## src/inc/sfs_pkg.sv

```systemverilog
// Purpose: constants for the stack frame sequencer
// Assumes: 16-bit address, 8-bit data, one bus cycle per clock
// Notes:   offsets are relative to the stack pointer at start
package sfs_pkg;
	localparam logic [15:0] VEC_TRAP_ADDR = 16'hFFFA;
	localparam logic [15:0] SP_RST        = 16'h0000;
	localparam logic [3:0]  TRAP_CYCLES   = 4'hC;
	localparam logic [3:0]  RTI_CYCLES    = 4'hA;
	localparam logic [15:0] FRAME_SIZE    = 16'h0007;
	localparam int          CC_MASK_BIT   = 4;
	localparam int          CLK_HZ        = 10000000;

	typedef enum logic [1:0] {
		SFS_IDLE  = 2'b00,
		SFS_RTI   = 2'b01,
		SFS_TRAP  = 2'b10
	} sfs_mode_t;
endpackage

```

## src/sfs_step_rom.sv

```systemverilog
// Purpose: per-step address offset and direction table
// Assumes: step numbers start at 1 as the first bus cycle
// Notes:   registered output, one cycle of latency
`timescale 1ns/1ps
`default_nettype none
module sfs_step_rom (
	input  wire logic        clk_sys_i,
	input  wire logic        rst_n_i,
	input  wire logic        trap_i,
	input  wire logic [3:0]  step_i,
	output logic      [15:0] off_o,
	output logic             wr_o
);
	logic [16:0] next_ent;
	logic [16:0] ent;

	// Offsets added to SP; sign folded into 16-bit wrap
	always_comb begin
		next_ent = {1'b0, 16'h0000};
		if (trap_i) begin
			case (step_i)
				4'h3: next_ent = {1'b1, 16'h0000};
				4'h4: next_ent = {1'b1, 16'hFFFF};
				4'h5: next_ent = {1'b1, 16'hFFFE};
				4'h6: next_ent = {1'b1, 16'hFFFD};
				4'h7: next_ent = {1'b1, 16'hFFFC};
				4'h8: next_ent = {1'b1, 16'hFFFB};
				4'h9: next_ent = {1'b1, 16'hFFFA};
				4'hA: next_ent = {1'b0, 16'hFFF9};
				default: next_ent = {1'b0, 16'h0000};
			endcase
		end else begin
			case (step_i)
				4'h3: next_ent = {1'b0, 16'h0000};
				4'h4: next_ent = {1'b0, 16'h0001};
				4'h5: next_ent = {1'b0, 16'h0002};
				4'h6: next_ent = {1'b0, 16'h0003};
				4'h7: next_ent = {1'b0, 16'h0004};
				4'h8: next_ent = {1'b0, 16'h0005};
				4'h9: next_ent = {1'b0, 16'h0006};
				4'hA: next_ent = {1'b0, 16'h0007};
				default: next_ent = {1'b0, 16'h0000};
			endcase
		end
	end

	always_ff @(posedge clk_sys_i or negedge rst_n_i) begin
		if (!rst_n_i) begin
			ent <= 17'h00000;
		end else begin
			ent <= next_ent;
		end
	end

	assign off_o = ent[15:0];
	assign wr_o  = ent[16];
endmodule
`default_nettype wire

```

## src/sfs_top.sv

```systemverilog
// Purpose: bus sequencer for frame restore and soft trap
// Assumes: memory answers reads in the same cycle on rdata
// Notes:   one bus cycle per clock, starts only when idle
`timescale 1ns/1ps
`default_nettype none
// Function
// [RL1] Restore reads condition codes from SP+1.
// [RL2] Restore reads accumulator B at SP+2, then A at SP+3.
// [RL3] Restore reads index high at SP+4, low at SP+5.
// [RL4] Restore reads return address high at SP+6, low at SP+7.
// [RL5] Trap: 12 cycles, opcode, dummy read, PC low at SP, high SP-1.
// [RL6] Trap writes index low at SP-2, high at SP-3.
// [RL7] Trap writes A at SP-4, B at SP-5, condition codes at SP-6.
// [RL8] Dummy read SP-7, then vector high at FFFA, low at FFFB.
// [RL9] After trap: set mask, drop SP by frame, jump to vector.
module sfs_top (
	input  wire logic        clk_sys_i,
	input  wire logic        rst_n_i,
	input  wire logic        start_rti_i,
	input  wire logic        start_trap_i,
	input  wire logic [15:0] pc_i,
	input  wire logic [15:0] sp_i,
	input  wire logic [15:0] ix_i,
	input  wire logic [7:0]  acc_a_i,
	input  wire logic [7:0]  acc_b_i,
	input  wire logic [7:0]  cc_i,
	input  wire logic [7:0]  rdata_i,
	output logic      [15:0] addr_o,
	output logic      [7:0]  wdata_o,
	output logic             rd_o,
	output logic             wr_o,
	output logic             busy_o,
	output logic             done_o,
	output logic      [15:0] pc_o,
	output logic      [15:0] sp_o,
	output logic      [15:0] ix_o,
	output logic      [7:0]  acc_a_o,
	output logic      [7:0]  acc_b_o,
	output logic      [7:0]  cc_o
);
	typedef struct packed {
		sfs_pkg::sfs_mode_t mode;
		logic [3:0]  step;
		logic [15:0] addr;
		logic [7:0]  wdata;
		logic        rd;
		logic        wr;
		logic        done;
		logic [15:0] pc;
		logic [15:0] sp;
		logic [15:0] ix;
		logic [7:0]  a;
		logic [7:0]  b;
		logic [7:0]  cc;
		logic [7:0]  lat_hi;
		logic        busy;
	} sfs_state_t;

	sfs_state_t st;
	sfs_state_t next_st;
	logic [15:0] rom_off;
	logic        rom_wr;
	logic [3:0]  look_step;
	logic        look_trap;

	// Table is registered and feeds the cycle after next, so look two steps ahead
	sfs_step_rom u_rom (
		.clk_sys_i (clk_sys_i),
		.rst_n_i   (rst_n_i),
		.trap_i    (look_trap),
		.step_i    (look_step),
		.off_o     (rom_off),
		.wr_o      (rom_wr)
	);

	function automatic logic [7:0] pick_wdata(input logic [3:0] s, input sfs_state_t q);
		case (s)
			4'h3:    pick_wdata = q.pc[7:0];
			4'h4:    pick_wdata = q.pc[15:8];
			4'h5:    pick_wdata = q.ix[7:0];
			4'h6:    pick_wdata = q.ix[15:8];
			4'h7:    pick_wdata = q.a;
			4'h8:    pick_wdata = q.b;
			4'h9:    pick_wdata = q.cc;
			default: pick_wdata = 8'h00;
		endcase
	endfunction

	//------------------------------------------------------------
	// Sequencing
	//------------------------------------------------------------
	always_comb begin
		next_st      = st;
		next_st.done = 1'b0;
		look_trap    = (st.mode == sfs_pkg::SFS_TRAP);
		look_step    = st.step + 4'h2;
		if (st.mode == sfs_pkg::SFS_IDLE) begin
			look_trap = start_trap_i;
			look_step = 4'h2;
		end
		// Read data from the current bus cycle
		if (st.rd && st.mode == sfs_pkg::SFS_RTI) begin
			case (st.step)
				// [RL1] Condition codes
				4'h4: next_st.cc = rdata_i;
				// [RL2] Accumulators B then A
				4'h5: next_st.b = rdata_i;
				4'h6: next_st.a = rdata_i;
				// [RL3] Index high then low
				4'h7: next_st.ix[15:8] = rdata_i;
				4'h8: next_st.ix[7:0] = rdata_i;
				// [RL4] Return address
				4'h9: next_st.lat_hi = rdata_i;
				4'hA: next_st.pc = {st.lat_hi, rdata_i};
				default: next_st.lat_hi = st.lat_hi;
			endcase
		end
		if (st.rd && st.mode == sfs_pkg::SFS_TRAP) begin
			// [RL8] Vector high then low
			if (st.step == 4'hB) begin
				next_st.lat_hi = rdata_i;
			end else if (st.step == sfs_pkg::TRAP_CYCLES) begin
				next_st.pc = {st.lat_hi, rdata_i};
			end
		end
		case (st.mode)
			sfs_pkg::SFS_IDLE: begin
				next_st.rd = 1'b0;
				next_st.wr = 1'b0;
				if (start_trap_i || start_rti_i) begin
					next_st.mode  = start_trap_i ? sfs_pkg::SFS_TRAP : sfs_pkg::SFS_RTI;
					next_st.step  = 4'h1;
					next_st.pc    = pc_i;
					next_st.sp    = sp_i;
					next_st.ix    = ix_i;
					next_st.a     = acc_a_i;
					next_st.b     = acc_b_i;
					next_st.cc    = cc_i;
					next_st.addr  = pc_i;
					next_st.rd    = 1'b1;
				end
			end
			sfs_pkg::SFS_RTI, sfs_pkg::SFS_TRAP: begin
				if ((st.mode == sfs_pkg::SFS_RTI && st.step == sfs_pkg::RTI_CYCLES) ||
					(st.mode == sfs_pkg::SFS_TRAP && st.step == sfs_pkg::TRAP_CYCLES)) begin
					next_st.mode = sfs_pkg::SFS_IDLE;
					next_st.step = 4'h0;
					next_st.rd   = 1'b0;
					next_st.wr   = 1'b0;
					next_st.done = 1'b1;
					if (st.mode == sfs_pkg::SFS_TRAP) begin
						// [RL9] Mask, stack drop
						next_st.cc[sfs_pkg::CC_MASK_BIT] = 1'b1;
						next_st.sp = st.sp - sfs_pkg::FRAME_SIZE;
					end else begin
						next_st.sp = st.sp + sfs_pkg::FRAME_SIZE;
					end
				end else begin
					next_st.step = st.step + 4'h1;
					next_st.wr   = rom_wr;
					next_st.rd   = !rom_wr;
					// [RL5] Opcode, dummy, then stack slots
					if (st.step == 4'h1) begin
						next_st.addr = st.pc + 16'h0001;
					end else if (st.mode == sfs_pkg::SFS_TRAP && st.step == 4'hA) begin
						next_st.addr = sfs_pkg::VEC_TRAP_ADDR;
					end else if (st.mode == sfs_pkg::SFS_TRAP && st.step == 4'hB) begin
						next_st.addr = sfs_pkg::VEC_TRAP_ADDR + 16'h0001;
					end else begin
						next_st.addr = st.sp + rom_off;
					end
					// [RL6] [RL7] Frame bytes pushed
					next_st.wdata = (st.mode == sfs_pkg::SFS_TRAP) ? pick_wdata(st.step + 4'h1, st) : 8'h00;
					if (st.mode == sfs_pkg::SFS_TRAP && st.step == 4'h1) begin
						next_st.pc = st.pc + 16'h0001;
					end
				end
			end
			default: next_st.mode = sfs_pkg::SFS_IDLE;
		endcase
		// Busy kept in a flop so the output has no decode behind it
		next_st.busy = (next_st.mode != sfs_pkg::SFS_IDLE);
	end

	always_ff @(posedge clk_sys_i or negedge rst_n_i) begin
		if (!rst_n_i) begin
			st <= '{mode: sfs_pkg::SFS_IDLE, sp: sfs_pkg::SP_RST, default: '0};
		end else begin
			st <= next_st;
		end
	end

	assign addr_o  = st.addr;
	assign wdata_o = st.wdata;
	assign rd_o    = st.rd;
	assign wr_o    = st.wr;
	assign busy_o  = st.busy;
	assign done_o  = st.done;
	assign pc_o    = st.pc;
	assign sp_o    = st.sp;
	assign ix_o    = st.ix;
	assign acc_a_o = st.a;
	assign acc_b_o = st.b;
	assign cc_o    = st.cc;

	//------------------------------------------------------------
	// Checks
	//------------------------------------------------------------
	a_rti_cc_addr: assert property (@(posedge clk_sys_i) disable iff (!rst_n_i) // [RL1]
		(st.mode == sfs_pkg::SFS_RTI && st.step == 4'h4) |-> (rd_o && addr_o == st.sp + 16'h0001))
		else $error("restore cc address wrong");
	a_rti_acc_order: assert property (@(posedge clk_sys_i) disable iff (!rst_n_i) // [RL2]
		(st.mode == sfs_pkg::SFS_RTI && st.step == 4'h5) |-> (addr_o == st.sp + 16'h0002) ##1
		(addr_o == st.sp + 16'h0003 && rd_o))
		else $error("restore accumulator order wrong");
	a_rti_ix_pair: assert property (@(posedge clk_sys_i) disable iff (!rst_n_i) // [RL3]
		(st.mode == sfs_pkg::SFS_RTI && st.step == 4'h7) |-> (addr_o == st.sp + 16'h0004) ##1
		(addr_o == st.sp + 16'h0005))
		else $error("restore index addresses wrong");
	a_rti_pc_load: assert property (@(posedge clk_sys_i) disable iff (!rst_n_i) // [RL4]
		(st.mode == sfs_pkg::SFS_RTI && st.step == 4'hA) |=> (pc_o == {$past(st.lat_hi), $past(rdata_i)}))
		else $error("restore pc not loaded");
	a_trap_length: assert property (@(posedge clk_sys_i) disable iff (!rst_n_i) // [RL5]
		(!busy_o && start_trap_i) |=> busy_o ##11 (busy_o && st.step == 4'hC) ##1 (done_o && !busy_o))
		else $error("trap length not 12");
	a_trap_pc_push: assert property (@(posedge clk_sys_i) disable iff (!rst_n_i) // [RL5]
		(st.mode == sfs_pkg::SFS_TRAP && st.step == 4'h3) |-> (wr_o && addr_o == st.sp) ##1
		(wr_o && addr_o == st.sp - 16'h0001 && wdata_o == st.pc[15:8]))
		else $error("trap pc push wrong");
	a_trap_ix_push: assert property (@(posedge clk_sys_i) disable iff (!rst_n_i) // [RL6]
		(st.mode == sfs_pkg::SFS_TRAP && st.step == 4'h5) |-> (wr_o && wdata_o == st.ix[7:0] &&
		addr_o == st.sp - 16'h0002))
		else $error("trap index push wrong");
	a_trap_cc_push: assert property (@(posedge clk_sys_i) disable iff (!rst_n_i) // [RL7]
		(st.mode == sfs_pkg::SFS_TRAP && st.step == 4'h9) |-> (wr_o && wdata_o == st.cc &&
		addr_o == st.sp - 16'h0006))
		else $error("trap cc push wrong");
	a_trap_vector: assert property (@(posedge clk_sys_i) disable iff (!rst_n_i) // [RL8]
		(st.mode == sfs_pkg::SFS_TRAP && st.step == 4'hA) |-> (rd_o && addr_o == st.sp - 16'h0007) ##1
		(addr_o == sfs_pkg::VEC_TRAP_ADDR) ##1 (addr_o == sfs_pkg::VEC_TRAP_ADDR + 16'h0001))
		else $error("trap vector fetch wrong");
	a_trap_finish: assert property (@(posedge clk_sys_i) disable iff (!rst_n_i) // [RL9]
		(st.mode == sfs_pkg::SFS_TRAP && st.step == 4'hC) |=> (cc_o[sfs_pkg::CC_MASK_BIT] &&
		sp_o == $past(st.sp) - sfs_pkg::FRAME_SIZE))
		else $error("trap finish state wrong");
endmodule
`default_nettype wire

```

## config.mk

```make
export PLATFORM = sky130hd
export DESIGN_NAME = sfs_top
export DESIGN_NICKNAME = d
export VERILOG_FILES = /design/src/inc/sfs_pkg.sv /design/src/sfs_step_rom.sv /design/src/sfs_top.sv
export SDC_FILE = /design/constraint.sdc
export NUM_CORES = 1
export LEC_CHECK = 0
export ABC_CLOCK_PERIOD_IN_PS = 3650
export BUFFER_PORTS_ARGS = -buffer_cell sky130_fd_sc_hd__clkbuf_2
export CAP_MARGIN = 30
export CORE_UTILIZATION = 28
export CTS_CLUSTER_DIAMETER = 200
export DETAILED_ROUTE_END_ITERATION = 6
export MAX_ROUTING_LAYER = met4
export SLEW_MARGIN = 20
export SYNTH_ARGS = -nofsm -noshare
export SYNTH_HDL_FRONTEND = slang
export SYNTH_SLANG_ARGS = --single-unit
```

## constraint.sdc

```tcl
create_clock -name clk_sys_i -period 3.65 [get_ports clk_sys_i]
set_clock_uncertainty 0.2 [all_clocks]
set_input_delay 0.73 -clock clk_sys_i [delete_from_list [all_inputs] [get_ports clk_sys_i]]
set_output_delay 0.73 -clock clk_sys_i [all_outputs]
set_load 0.05 [all_outputs]
```

==> run metrics <==
Sink Count=roughly 120; simple-gate share of the synthesized area=roughly 15%; antenna-violating nets left=0; synthesized area=8870 um2; Synth cell types=74; Die Area=approximately 32000 um2; post-route cell area=about 10000 um2; Clock transition at path regs=60 ps; Fmax=0.306 GHz; postcts setup bufs=0; critical path class=reg2reg; Ys Warns=0; clock root cell=clkbuf_16; wire length per cell=between 20 and 25 um; total power=11.7 mW; peak supply drop=0.395 mV; cts hold-fix bufs=0; post-synth top area cell=dfrtp_1; crit-path most repeated cell=ha_1; worst hold slack=approximately 180 ps; num ports=between 150 and 200; Max Root-Sink Buffers=2; post-synthesis mux area share=between 8 and 9%; Cells after Synth=between 1000 and 1500; failing checks=DRC; Worst-Skew Late Latency=roughly 430 ps; worst hold path class=in2async; P&R area growth vs syn=13.9%; Inserted Clock Buffers=17; Residual DRC=1; row count=64; via count of the first global-routing pass=around 7700; top-count cell post-synth=dfrtp_1; static leakage=approximately 4.7 nW; final net count=about 1200; Via Count=~8000; Worst Tran Pin Value=around 1000 ps; total track usage=18.8%; PD cells=roughly 1200 nW/um2; Die Height=around 180 um; post-cts resize count=0; Crit-path slowest cell=a311o_1; maxcap violations=0; worst stage delay on the critical path=470 ps; Post-DP HPWL=between 20000 and 25000 um; worst-path cell chain=inv_1 -> ha_1 -> inv_2 -> ha_1 -> and4bb_1 -> a311o_1 -> a21oi_2 -> xnor2_1 -> nor3_1 -> a21o_1 -> a221o_1; layout cells sized above 1=roughly a quarter; Placed Area=9500 um2; Crit Path Max Fanout=10; initial drt markers=between 800 and 900; final worst slack=approximately 380 ps; status=complete, but fails checks; TritonCTS clock tree=done; Area contributors post-synth=dfrtp_1, buf_4, mux2i_1, ha_1, o21ai_0; pin count of the biggest net entering global routing=79; Synth Net Count=about 1100; Post-synth top cells=dfrtp_1, nand2_1, buf_4; Die W=between 150 and 200 um; final-report hold violation count=0; crit start category=flip-flop; initial antenna violation count=1; WP data required=around 3800 ps; nature of the critical path endpoint=flip-flop; crit path DAT=roughly 3400 ps; combinational family with the most area after synthesis=compound AO/OA/AOI/OAI gates; Async SR Flop Fraction=100%; initial core utilization=~29%; Synth Area in XOR/XNOR=3.84%; RSZ-0062 raised after global routing=false; Slew headroom=between 30% and 40%; Buffers on Ports=183; DRT Pass-1 Iters=7; final WL=29900 um; post-synth top area share=33.6%; Synth Area in Adders=~4.7%; total grt overflow=0; CTS H-Tree Depth=4; vias per cell=about 5.4; global-route wire length before repair=45700 um; number of setup violations in the final report=0; routability cong.=a little over 0.9; Yosys reg bits=approximately 120; number of flops mapped to enable cells by yosys=0; total negative slack=0 ps; Post-Syn Area per Cell=between 8 and 9 um2; register area share after synthesis=33.6%; crit path time final=roughly 3300 ps; fin crit share=approximately nine tenths; pre-CTS setup slack=~410 ps; core area=approximately 31000 um2; max-slew violation count=0; Compound-Gate Fraction of Synth Area=22.6%; prevailing post-synth register cell=dfrtp_1
[logic make-up after synthesis]
family,after synthesis
muxes,75
AOI/OAI and AO/OA,298
DFF,119
xor gates and xnor gates,38
buffers and inverters,179
adders and majority gates,33
and+or+nand+nor,274
[critical path: cells and delay by family, from the launching register on]
family	cells	cell delay (ps)
compound gates	4	1130
xor+xnor	1	160
fa+ha+maj	2	690
buf+inv	2	290
flops	1	410
simple gates	2	280
[through the flow]
step,std cells,util (%)
after floorplan,1016,-
after global placement,1456,30.6
after detailed placement,1458,30.7
after CTS,1490,32.7
after global routing,1491,32.7
final,1491,32.7
[flip-flops by register name (all words and copies together) (netlist names)]
| signal | cells |
|---|---|
| done_o | 1 |
| cc_o | 8 |
| acc_b_o | 8 |
| u_rom.ent | 5 |
| rd_o | 1 |
| ix_o | 16 |
| pc_o | 16 |
| wdata_o | 8 |
| busy_o | 1 |
| st | 14 |
| wr_o | 1 |
| sp_o | 16 |
| addr_o | 16 |
| acc_a_o | 8 |
[power breakdown]
| group | leakage, nW | switching, mW | total (mW) | internal (mW) |
|---|---|---|---|---|
| combinational | 2.96 | 4.98 | 7.21 | 2.23 |
| sequential | 1.49 | 0.794 | 2.69 | 1.89 |
| clock | 0.284 | 0.729 | 1.77 | 1.04 |
[worst paths after layout]
check / start / to / slack [ps] / depth (start not counted)
max: st[112]$_DFF_PN0_ / sp_o[7]$_DFFE_PN0P_ / 380 / 11
min: rst_n_i / cc_o[6]$_DFF_PN0_ / 180 / 1
max reg2reg: st[112]$_DFF_PN0_ / sp_o[7]$_DFFE_PN0P_ / 380 / 11
min reg2reg: addr_o[0]$_DFFE_PN0P_ / addr_o[0]$_DFFE_PN0P_ / 280 / 2
max in group asynchronous: rst_n_i / sp_o[10]$_DFFE_PN0P_ / 2120 / 2
min in group clk_sys_i: addr_o[0]$_DFFE_PN0P_ / addr_o[0]$_DFFE_PN0P_ / 280 / 2
[final cells by class]
type / count / area (um2)
Multi-Input combinational cell: 718 / 4840
Fill cell: 3257 / 20800
Clock buffer: 18 / 439
Timing Repair Buffer: 208 / 1120
Inverter: 17 / 63.8
Tap cell: 396 / 495
Antenna cell: 1 / 2.50
Sequential cell: 119 / 2980
Clock inverter: 14 / 165
[placed cells by master (no fill, tap or decap), types with 8 or more instances in the layout]
master / n
o221ai_1: 10
clkbuf_2: 182
nor3_1: 9
o22ai_1: 29
a221oi_1: 9
a21oi_1: 49
nor2_1: 67
clkbuf_16: 17
a21o_1: 17
xor2_1: 17
nand2_1: 102
ha_1: 32
a22o_1: 9
a222oi_1: 8
inv_1: 14
nand3_1: 31
mux2i_1: 65
buf_4: 24
and3_1: 10
dfrtp_1: 119
a211oi_1: 8
o21ai_0: 77
a22oi_1: 34
mux2_2: 9
nand4_1: 11
xnor2_1: 20
[layer usage]
layer	up-vias	GRT usage, %	part of all wire [%]	routed length [um]
met3	62	3.33	6.0	1800
met4	0	7.69	3.5	1030
met2	288	29.3	47	14000
met5	-	-	0	0
li1	3762	-	-	-
met1	3900	23.9	44	13000
(Power assumes the default switching activity.)
